`config.mk`:
```
export PLATFORM = sky130hd
export DESIGN_NAME = sct_tone_decoder
export DESIGN_NICKNAME = d
export VERILOG_FILES = /design/src/design/sct_pkg.sv /design/src/design/sct_tone_mem.sv /design/src/design/sct_tone_decoder.sv
export VERILOG_INCLUDE_DIRS = /design/src /design/src/design
export SDC_FILE = /design/constraint.sdc
export NUM_CORES = 1
export LEC_CHECK = 0
export BUFFER_PORTS_ARGS = -buffer_cell sky130_fd_sc_hd__clkbuf_2
export CORE_ASPECT_RATIO = 0.9
export CORE_MARGIN = 3
export CORE_UTILIZATION = 30
export DETAILED_ROUTE_END_ITERATION = 6
export REMOVE_ABC_BUFFERS = 1
export SETUP_SLACK_MARGIN = 0.1
export SYNTH_ARGS = -nofsm -noshare
export SYNTH_HDL_FRONTEND = slang
export SYNTH_SLANG_ARGS = --single-unit
```
`constraint.sdc`:
```
create_clock -name i_core_clk -period 7.35 [get_ports i_core_clk]
set_clock_uncertainty 0.05 [all_clocks]
set_input_delay 0.735 -clock i_core_clk [delete_from_list [all_inputs] [get_ports i_core_clk]]
set_output_delay 0.735 -clock i_core_clk [all_outputs]
set_load 0.02 [all_outputs]
```
`src/design/sct_cfg.svh`:
```
// What this block does
// - With the tone interrupt enabled, a newly detected programmed tone raises the interrupt.
// - With it enabled, a detected tone that ends or changes to another also raises it.
// - Each scan walks the tone table in order and reports the first entry that matches.
// - Every tone frequency used for detection comes from the host-loaded programming words.
// - Detection applies the host-loaded bandwidth and threshold settings.
// - Tones are 5-bit codes, the same in the transmit tone and tone status registers.
// - With the fifth bit clear, 0 is no tone, 14 is the repeat tone and the rest are reserved.
// - With the fifth bit set, low codes 0 to 15 map in order to the sixteen normal tone words.
// - A received repeat tone is reported as its own code, never as the previous tone.
// - Detection works on the band-pass filtered receive signal only.
// Purpose: Register offsets, table indices and tone codes of the tone decoder
// Assumes: Included by bare name from design files
// Notes:   Definitions only
`ifndef SCT_CFG_SVH
`define SCT_CFG_SVH

`define SCT_ADDR_TX_TONE     8'hc3
`define SCT_ADDR_PROG        8'hc8
`define SCT_ADDR_STATUS      8'hcc
`define SCT_WORD_DETECT      5'h01
`define SCT_WORD_REPEAT      5'h02
`define SCT_WORD_FIRST       5'h03
`define SCT_WORD_LAST        5'h12
`define SCT_CODE_NONE        5'h00
`define SCT_CODE_REPEAT      5'h0e
`define SCT_CODE_NORMAL_BIT  4
`define SCT_DETECT_BW_MSB    15
`define SCT_DETECT_BW_LSB    8
`define SCT_DETECT_THR_MSB   7
`define SCT_DETECT_THR_LSB   0
`define SCT_DETECT_RESET     16'h0000

`endif

```
`src/design/sct_pkg.sv`:
```
// Purpose: Types of the tone decoder
// Assumes: None
// Notes:   Constants live in sct_cfg.svh
package sct_pkg;
  typedef enum logic [1:0] {SCT_IDLE, SCT_SCAN, SCT_CHECK} sct_state_t;
endpackage : sct_pkg

```
`src/design/sct_tone_mem.sv`:
```
// Purpose: Tone frequency word store
// Assumes: One write and one read port on the core clock
// Notes:   Read data come out of a register one cycle after the address
`timescale 1ns/1ps
module sct_tone_mem #(
  parameter int DW = 16,
  parameter int AW = 5
) (
  input  wire logic          i_core_clk, // Core clock
  input  wire logic          i_we,       // Write strobe
  input  wire logic [AW-1:0] i_waddr,    // Write word index
  input  wire logic [DW-1:0] i_wdata,    // Write data
  input  wire logic [AW-1:0] i_raddr,    // Read word index
  output logic      [DW-1:0] o_rdata     // Registered read data
);
  logic [DW-1:0] mem_q [2**AW];

  always_ff @(posedge i_core_clk)
  begin
    if (i_we)
    begin
      mem_q[i_waddr] <= i_wdata;
    end
  end

  always_ff @(posedge i_core_clk)
  begin
    o_rdata <= mem_q[i_raddr];
  end
endmodule : sct_tone_mem

```
`src/design/sct_tone_decoder.sv`:
```
// Purpose: Sequential-call tone decoder with tone status and interrupt
// Assumes: Frequency and level estimates come from the band-pass filter on this clock
// Notes:   Register port is the device's own control port, one access per cycle
`timescale 1ns/1ps
`include "sct_cfg.svh"
module sct_tone_decoder
  import sct_pkg::*;
#(
  parameter int FW = 16
) (
  input  wire logic          i_core_clk,     // Core clock, 40 MHz
  input  wire logic          i_sys_rst,      // Async reset, active high
  input  wire logic          i_reg_wr,       // Register write strobe
  input  wire logic          i_reg_rd,       // Register read strobe
  input  wire logic [7:0]    i_reg_addr,     // Register address
  input  wire logic [15:0]   i_reg_wdata,    // Register write data
  output logic      [15:0]   o_reg_rdata,    // Registered read data
  input  wire logic [4:0]    i_prog_sel,     // Programming word index
  input  wire logic          i_tone_irq_en,  // Tone interrupt enable
  input  wire logic          i_bpf_valid,    // Filtered estimate strobe
  input  wire logic [FW-1:0] i_bpf_freq,     // Filtered frequency estimate
  input  wire logic [15:0]   i_bpf_level,    // Filtered signal level
  output logic      [4:0]    o_tx_tone_code, // Transmit tone code
  output logic      [4:0]    o_tone_status,  // Current detected code
  output logic               o_tone_irq      // Tone start/end interrupt
);
  sct_state_t     st_q;
  logic [4:0]     idx_q;
  logic [FW-1:0]  freq_q;
  logic [15:0]    level_q;
  logic [15:0]    detect_q;
  logic [4:0]     status_q;
  logic           irq_q;
  logic [FW-1:0]  word;
  logic [FW-1:0]  diff;
  logic           hit;
  logic           last;
  logic [4:0]     hit_code;
  logic [4:0]     new_code;
  logic           upd;
  logic           prog_wr;
  logic           status_rd;

  assign prog_wr   = i_reg_wr && (i_reg_addr == `SCT_ADDR_PROG);
  assign status_rd = i_reg_rd && (i_reg_addr == `SCT_ADDR_STATUS);

  // Tone words all come from host loads
  sct_tone_mem #(.DW(FW), .AW(5)) u_mem (
    .i_core_clk (i_core_clk),
    .i_we       (prog_wr && (i_prog_sel != `SCT_WORD_DETECT)),
    .i_waddr    (i_prog_sel),
    .i_wdata    (i_reg_wdata[FW-1:0]),
    .i_raddr    (idx_q),
    .o_rdata    (word)
  );

  always_ff @(posedge i_core_clk or posedge i_sys_rst)
  begin
    if (i_sys_rst)
    begin
      detect_q <= `SCT_DETECT_RESET;
    end
    else if (prog_wr && (i_prog_sel == `SCT_WORD_DETECT))
    begin
      detect_q <= i_reg_wdata;
    end
  end

  always_ff @(posedge i_core_clk or posedge i_sys_rst)
  begin
    if (i_sys_rst)
    begin
      o_tx_tone_code <= `SCT_CODE_NONE;
    end
    else if (i_reg_wr && (i_reg_addr == `SCT_ADDR_TX_TONE))
    begin
      o_tx_tone_code <= i_reg_wdata[4:0];
    end
  end

  // Match test on the sampled filtered estimate
  assign diff = (freq_q >= word) ? (freq_q - word) : (word - freq_q);
  assign hit  = (diff <= FW'(detect_q[`SCT_DETECT_BW_MSB:`SCT_DETECT_BW_LSB]))
             && (level_q[15:8] >= detect_q[`SCT_DETECT_THR_MSB:`SCT_DETECT_THR_LSB]);
  assign last = (idx_q == `SCT_WORD_LAST);
  // Repeat word reports its own code; normal words map in order
  assign hit_code = (idx_q == `SCT_WORD_REPEAT) ? `SCT_CODE_REPEAT
                  : {1'b1, 4'(idx_q - `SCT_WORD_FIRST)};
  assign new_code = hit ? hit_code : `SCT_CODE_NONE;
  assign upd      = (st_q == SCT_CHECK) && (hit || last);

  always_ff @(posedge i_core_clk or posedge i_sys_rst)
  begin
    if (i_sys_rst)
    begin
      st_q    <= SCT_IDLE;
      idx_q   <= `SCT_WORD_REPEAT;
      freq_q  <= '0;
      level_q <= 16'h0000;
    end
    else
    begin
      unique case (st_q)
        SCT_IDLE:
        begin
          if (i_bpf_valid)
          begin
            freq_q  <= i_bpf_freq;
            level_q <= i_bpf_level;
            idx_q   <= `SCT_WORD_REPEAT;
            st_q    <= SCT_SCAN;
          end
        end
        SCT_SCAN:
        begin
          st_q <= SCT_CHECK;
        end
        SCT_CHECK:
        begin
          // First match ends the scan
          if (hit || last)
          begin
            st_q <= SCT_IDLE;
          end
          else
          begin
            idx_q <= idx_q + 5'h01;
            st_q  <= SCT_SCAN;
          end
        end
      endcase
    end
  end

  always_ff @(posedge i_core_clk or posedge i_sys_rst)
  begin
    if (i_sys_rst)
    begin
      status_q <= `SCT_CODE_NONE;
    end
    else if (upd && (new_code != status_q))
    begin
      status_q <= new_code;
    end
  end

  // Start, change and end all interrupt; set wins over read clear
  always_ff @(posedge i_core_clk or posedge i_sys_rst)
  begin
    if (i_sys_rst)
    begin
      irq_q <= 1'b0;
    end
    else if (upd && (new_code != status_q) && i_tone_irq_en)
    begin
      irq_q <= 1'b1;
    end
    else if (status_rd)
    begin
      irq_q <= 1'b0;
    end
  end

  always_ff @(posedge i_core_clk or posedge i_sys_rst)
  begin
    if (i_sys_rst)
    begin
      o_reg_rdata <= 16'h0000;
    end
    else if (status_rd)
    begin
      o_reg_rdata <= {11'h000, status_q};
    end
    else if (i_reg_rd)
    begin
      o_reg_rdata <= 16'h0000;
    end
  end

  assign o_tone_status = status_q;
  assign o_tone_irq    = irq_q;

  property p_irq_start;
    @(posedge i_core_clk) disable iff (i_sys_rst)
    (upd && hit && status_q == `SCT_CODE_NONE && i_tone_irq_en) |=> o_tone_irq;
  endproperty
  a_irq_start: assert property (p_irq_start) else $error("No irq at tone start");

  property p_irq_end;
    @(posedge i_core_clk) disable iff (i_sys_rst)
    (upd && status_q != `SCT_CODE_NONE && new_code != status_q && i_tone_irq_en)
      |=> (o_tone_irq && o_tone_status == $past(new_code));
  endproperty
  a_irq_end: assert property (p_irq_end) else $error("No irq at tone end");

  property p_first_match;
    @(posedge i_core_clk) disable iff (i_sys_rst)
    (st_q == SCT_CHECK && hit) |=> (st_q == SCT_IDLE && idx_q == $past(idx_q));
  endproperty
  a_first_match: assert property (p_first_match) else $error("Scan ran past a match");

  property p_table_range;
    @(posedge i_core_clk) disable iff (i_sys_rst)
    (st_q != SCT_IDLE) |-> (idx_q >= `SCT_WORD_REPEAT && idx_q <= `SCT_WORD_LAST);
  endproperty
  a_table_range: assert property (p_table_range) else $error("Scan outside tone words");

  property p_threshold;
    @(posedge i_core_clk) disable iff (i_sys_rst)
    (st_q == SCT_CHECK && level_q[15:8] < detect_q[7:0]) |-> !hit;
  endproperty
  a_threshold: assert property (p_threshold) else $error("Hit below threshold");

  property p_status_read;
    @(posedge i_core_clk) disable iff (i_sys_rst)
    status_rd |=> (o_reg_rdata == {11'h000, $past(status_q)});
  endproperty
  a_status_read: assert property (p_status_read) else $error("Bad status read");

  property p_no_reserved;
    @(posedge i_core_clk) disable iff (i_sys_rst)
    !status_q[4] |-> (status_q == `SCT_CODE_NONE || status_q == `SCT_CODE_REPEAT);
  endproperty
  a_no_reserved: assert property (p_no_reserved) else $error("Reserved code reported");

  property p_normal_map;
    @(posedge i_core_clk) disable iff (i_sys_rst)
    (st_q == SCT_CHECK && hit && idx_q == `SCT_WORD_FIRST && status_q != 5'h10)
      |=> (status_q == 5'h10);
  endproperty
  a_normal_map: assert property (p_normal_map) else $error("Bad normal code");

  property p_repeat_own;
    @(posedge i_core_clk) disable iff (i_sys_rst)
    (st_q == SCT_CHECK && hit && idx_q == `SCT_WORD_REPEAT) |=> (status_q == 5'h0e);
  endproperty
  a_repeat_own: assert property (p_repeat_own) else $error("Repeat not reported");

  property p_sample;
    @(posedge i_core_clk) disable iff (i_sys_rst)
    (st_q == SCT_IDLE && i_bpf_valid) |=> (st_q == SCT_SCAN && freq_q == $past(i_bpf_freq));
  endproperty
  a_sample: assert property (p_sample) else $error("Estimate not sampled");

  property p_status_cause;
    @(posedge i_core_clk) disable iff (i_sys_rst)
    $changed(status_q) |-> $past(upd);
  endproperty
  a_status_cause: assert property (p_status_cause) else $error("Status changed outside scan");

  c_start:  cover property (@(posedge i_core_clk) $rose(o_tone_irq) && status_q[4]);
  c_repeat: cover property (@(posedge i_core_clk) status_q == `SCT_CODE_REPEAT);
  c_end:    cover property (@(posedge i_core_clk)
                            $changed(status_q) && status_q == `SCT_CODE_NONE);
endmodule : sct_tone_decoder

```
=== Word-level counts from Yosys, hierarchy flattened ===
Memories as Yosys holds them, arrays and structs flattened. A register that Yosys moved wholly into a read port is not among the register bits.
Cells that the tools add are included.

* Flip-flop bits (word level): 82
* Memory bits (writable): 512
* Input bits: 67
* Output and inout port bits: 27
* Word-level logic and storage cells: 60
* Memories kept: 1

{| class="wikitable"
|+ Memories
! memory !! depth !! bits a word !! read ports !! clocked after Yosys merged registers in !! wr ports !! RTL line !! source
|-
| u_mem.mem_q || 32 || 16 || 1 || 1 || 1 || sct_tone_mem.sv:16 || <nowiki>logic [DW-1:0] mem_q [2**AW];</nowiki>
|}

* $add $sub $neg: 4
* Order comparisons: 3
* Equal/unequal tests: 12
* Multiplexer cells: 15
* Reduce and logical (&&, ||, !) cells: 16

{| class="wikitable"
|+ Operator list
! operator !! count
|-
| $mux W16 || 3
|-
| $sub A16 B16 Y16 || 2
|-
| $eq A8 B8 Y1 const B || 3
|-
| $mux W5 || 4
|-
| $ge A16 B16 Y1 || 1
|-
| $le A16 B8 Y1 || 1
|-
| $pmux W5 S2 || 1
|-
| $logic_and A1 B1 Y1 || 9
|-
| $ge A8 B8 Y1 || 1
|-
| $pmux W2 S3 || 1
|-
| $reduce_bool A2 Y1 || 3
|-
| $add A5 B1 Y5 const B || 1
|-
| $eq A5 B1 Y1 const B || 1
|-
| $eq A5 B2 Y1 const B || 1
|-
| $eq A5 B5 Y1 const B || 1
|-
| $mux W1 || 5
|-
| $ne A5 B1 Y1 const B || 1
|-
| $ne A5 B5 Y1 || 1
|-
| $ne A2 B2 Y1 const B || 2
|-
| $sub A4 B2 Y4 const B || 1
|-
| $reduce_and A3 Y1 || 1
|-
| $eq A2 B1 Y1 const B || 1
|-
| $eq A2 B2 Y1 const B || 1
|-
| $logic_not A2 Y1 || 1
|-
| other kinds (3) || 3
|}

=== Longest topological paths before layout ===
* Depth in word-level cells: 9
* Mapped depth: 24
* Depth with buffers taken out: 21

=== Modules after synthesis ===
Synthesis repeated with hierarchy kept, for this count alone.

* Cell total of the unflattened synthesis: 1723
* Area, all modules: 25489.4 um^2

{| class="wikitable"
|+ By module, submodules not included
! module !! instances !! cells an instance !! area an instance (um^2) !! sequential area each (um^2)
|-
| sct_tone_mem || 1 || 1143 || 20535.9 || 15695.1
|-
| sct_tone_decoder || 1 || 580 || 4953.5 || 1577.8
|}

=== Worst setup path before layout ===
No wires, ideal clock.

* Kind: reg2reg
* Start point: reg freq_q[13]
* End point: reg status_q[0], in the netlist o_tone_status[0]
* Arrival: 4.473 ns
* Path slack: 2.753 ns
* Stages on the path, launching flop included: 23
* Buffers on the path: 4
* Path through: dfrtp_1 > inv_1 > ha_1 > buf_6 > a21o_1 > a221o_1 > nor4_4 > nor2_2 > buf_6 > clkbuf_1 > o31a_1 > xor2_1 > ha_1 > a21o_1 > a21o_1 > a21oi_1 > o21ai_0 > o21ai_0 > nand4_1 > or3_1 > buf_6 > or4_4 > o21ai_2

* Longest elaborated chain between the ends: 7
* Elaborated cells between the ends (all ways): 11

{| class="wikitable"
|+ Ends and longest elaborated chain
! element !! RTL line !! source
|-
| start, declared || sct_tone_decoder.sv:29 || <nowiki>logic [FW-1:0] freq_q;</nowiki>
|-
| start signal, assigned || sct_tone_decoder.sv:108 || <nowiki>freq_q <= i_bpf_freq;</nowiki>
|-
| $sub A16 B16 Y16 or $ge A16 B16 Y1 (tied branches) || sct_tone_decoder.sv:82 || <nowiki>assign diff = (freq_q >= word) ? (freq_q - word) : (word - freq_q);</nowiki>
|-
| $mux W16 (*) || sct_tone_decoder.sv:82 ||
|-
| $le A16 B8 Y1 (*) || sct_tone_decoder.sv:83 || <nowiki>assign hit = (diff <= FW'(detect_q[`SCT_DETECT_BW_MSB:`SCT_DETECT_BW_LSB]))</nowiki>
|-
| $logic_and A1 B1 Y1 (*) || sct_tone_decoder.sv:83 ||
|-
| $mux W5 (no line) or $logic_or A1 B1 Y1 (tied branches) || -- ||
|-
| $ne A5 B5 Y1 or $logic_and A1 B1 Y1 (tied branches) || sct_tone_decoder.sv:141, sct_tone_decoder.sv:90 ||
|-
| $logic_and A1 B1 Y1 || sct_tone_decoder.sv:141 || <nowiki>else if (upd && (new_code != status_q))</nowiki>
|-
| end signal, assigned || sct_tone_decoder.sv:139 || <nowiki>status_q <= `SCT_CODE_NONE;</nowiki>
|-
| end signal, assigned || sct_tone_decoder.sv:143 || <nowiki>status_q <= new_code;</nowiki>
|-
| end, declared || sct_tone_decoder.sv:32 || <nowiki>logic [4:0] status_q;</nowiki>
|}

Mark *: on every way between the ends. The rest lies on a longest branch, timed or not.
A chain may end at the register's enable or synchronous reset.

=== Worst setup path after layout ===
* Start point: reg freq_q[10]
* End point: reg status_q[4], in the netlist o_tone_status[4]

The elaborated chain is that of the path after synthesis.

==> results.yml <==
routing:
  ant_nets: 0
  wl_per_cell_um: 21.6
  drc: 0
  met1_length_mm: 26.9
  drt_wl_total_mm: 56.5
  dr.max_layer_used: "met4"
  first_iter_violations: 1037
  dr_wl_met2_mm: 25.8
  wl_met3_mm: 2.84
  drtPass1Iterations: 5
  vias_per_cell: 4.88
  dr_total_vias: 12800
clock_network:
  clkSinkCount: 591
  cts_setup_buffers: 0
  cts_resized: 0
  tritoncts: "yes"
  cts_root_buf: "clkbuf_16"
  cts_buffers: 56
  clkSlewWorstSetupHoldPaths_ns: 0.06
  postCtsHoldBufs: 0
  ctsHtreeMaxLevel: 2
  clk_latency_ns: 0.63
  clock_path_buffers: 3
setup_path:
  critPathLaunchType: "flip-flop"
  cp_max_fo: 20
  cp-end-kind: "flip-flop"
  arrival_ns: 6.15
  critPathRequiredTime_ns: 7.77
  critPathKind: "flip-flop to flip-flop"
global_routing:
  antenna_found_initial: 2
  grt_overflow_total: 0
  track_usage: 0.131
  grt_pass1_wl_mm: 85.0
  grt_max_degree: 64
  grt_pass1_vias: 13100
finish:
  fin_area_um2: 28300
  layout-drive-gt1-share: 0.260
  syn_to_final_growth_pct: 14.1
  nFillCells: 7571
  stdcell_count: 2612
  ff_latch_area_um2: 17300
  multi_input_area_um2: 7020
  num-nets-final: 1626
power:
  power.leakage_nw: 9.68
  ir_drop_v: 0.000192
  p_per_area_nw_per_um2: 383
die:
  die_area_um2: 86000
  core_um2: 81400
  num_io_pins: 94
  die_x_um: 309
  start_util: 0.304
  num_rows: 99
  die_h_um: 279
logic_synthesis:
  syn_inst: 1393
  synth_edf_count: 512
  synth.most_common_cell: "edfxtp_1"
  yosysTopAreaCell: "edfxtp_1"
  syn_avg_cell_area_um2: 17.8
  post-synth-top-area-fraction: 0.621
  yosysSeqAreaShare: 0.698
  syn_area_um2: 24800
  synth-seq-cells: 591
  yosys-top-cells-count: "edfxtp_1, mux4_2, nand2_1"
  ys_warn_count: 0
  yosys-top-cells-area: "edfxtp_1, mux4_2, dfrtp_1"
  async_flop_share: 0.107
  synth_ff_type: "edfxtp_1"
  yosysUniqueCellTypes: 65
timing:
  holdWs_ns: 0.275
  slew_violations: 0
  slew_headroom: 0.158
  max_freq_ghz: 0.175
  rsz0062_at_grt: "false"
  worst_slew_pin_slew_ns: 1.26
  timing.final.crit_share: 0.779
  setup_viol: 0
  final.min_clock_period_ns: 5.73
  hold_violations: 0
flow_run:
  drv_cap: 0
placed_design:
  dp_cells: 2510
  place_area_um2: 26500
  io_buffers: 74
  hpwl_mm: 34.3
  place.gp.congestion: 0.813
worst_hold_path:
  hp-class: "input pin to flip-flop"
run_status:
  status: "complete, no violations"
## logic make-up after synthesis
logic type,share of synthesized area
AO/OA/AOI/OAI,0.0362
XOR/XNOR,0.00566
adder cells (fa/ha/maj),0.0264
buffers and inverters,0.0248
flip-flops,0.698
multiplexers,0.162
other,0.000151
AND/OR/NAND/NOR,0.0476
## layout make-up
cell class	instances	area share
Multi-Input combinational cell	682	0.248
Sequential cell	591	0.611
Tap cell	1060	0.0469
Antenna cell	1	0.0000885
Inverter	67	0.00890
Timing Repair Buffer	110	0.0231
Clock buffer	76	0.0522
Clock inverter	25	0.00894
## worst paths after layout
path | from | end | slack, ns | cells after the start
min in group asynchronous | i_sys_rst | o_reg_rdata[2] | 0.31 | 3
worst max-delay path | freq_q[10] | o_tone_status[4] | 1.62 | 18
max in group asynchronous | i_sys_rst | idx_q[0] | 6.29 | 3
worst max register to register | freq_q[10] | o_tone_status[4] | 1.62 | 18
worst min-delay path | i_bpf_level[10] | level_q[10] | 0.27 | 3
worst min register to register | o_tone_irq | o_tone_irq | 0.45 | 1
## flip-flops by register name (all words and copies together), names as in the netlist
signal / count
detect_q: 16
freq_q: 16
idx_q: 5
level_q: 8
o_reg_rdata: 5
o_tone_irq: 1
o_tone_status: 5
o_tx_tone_code: 5
st_q: 2
u_mem.mem_q: 512
u_mem.o_rdata: 16
## critical path: stages (launching register included)
cell and delay [ns]:
dfrtp_1 0.35, inv_1 0.06, ha_1 0.61, nand2_1 0.17, o31ai_1 0.36, a41oi_1 0.22, nor2_2 0.87, o31ai_1 0.25
xnor2_1 0.29, ha_1 0.30, a21o_1 0.17, a21o_1 0.17, a21oi_1 0.13, o21ai_0 0.09, o21ai_0 0.08, nand4_1 0.18
or3_1 0.57, a21oi_1 0.49, o22ai_1 0.17
## through the flow
step	util	setup TNS, ns	total power, mW	setup WS [ns]
after floorplan	-	-0.265	7.14	-0.0553
after global routing	0.347	0	11.4	1.19
after global placement	0.326	0	8.13	1.74
after detailed placement	0.326	0	8.14	1.70
final	0.347	0	10.8	1.62
after CTS	0.347	0	10.9	1.69
## power breakdown
part | total [mW] | internal (mW) | switching (mW)
logic | 4.05 | 1.83 | 2.22
clock network | 2.76 | 1.52 | 1.24
registers | 4.02 | 3.81 | 0.210
## cell usage in the layout (no fill, tap or decap), drive strengths merged, types with 6 or more instances in the layout
master / count
clkbuf: 150
inv: 68
ha: 49
a21o: 19
a21oi: 29
nand3: 18
o22ai: 11
xnor2: 8
nand2: 119
edfxtp: 512
mux4: 160
buf: 36
dfrtp: 62
nor2b: 11
nor2: 57
dfxtp: 16
nor3: 6
conb: 27
xor2: 8
mux2i: 13
clkinv: 19
nand4: 10
o21ai: 33
mux2: 24
## metal layers
layer | global-route usage | up-vias
met5 | 0 | -
met4 | 0.0283 | 0
met3 | 0.0209 | 73
met2 | 0.202 | 318
met1 | 0.197 | 6708
li1 | - | 5659
(Power assumes the default switching activity.)
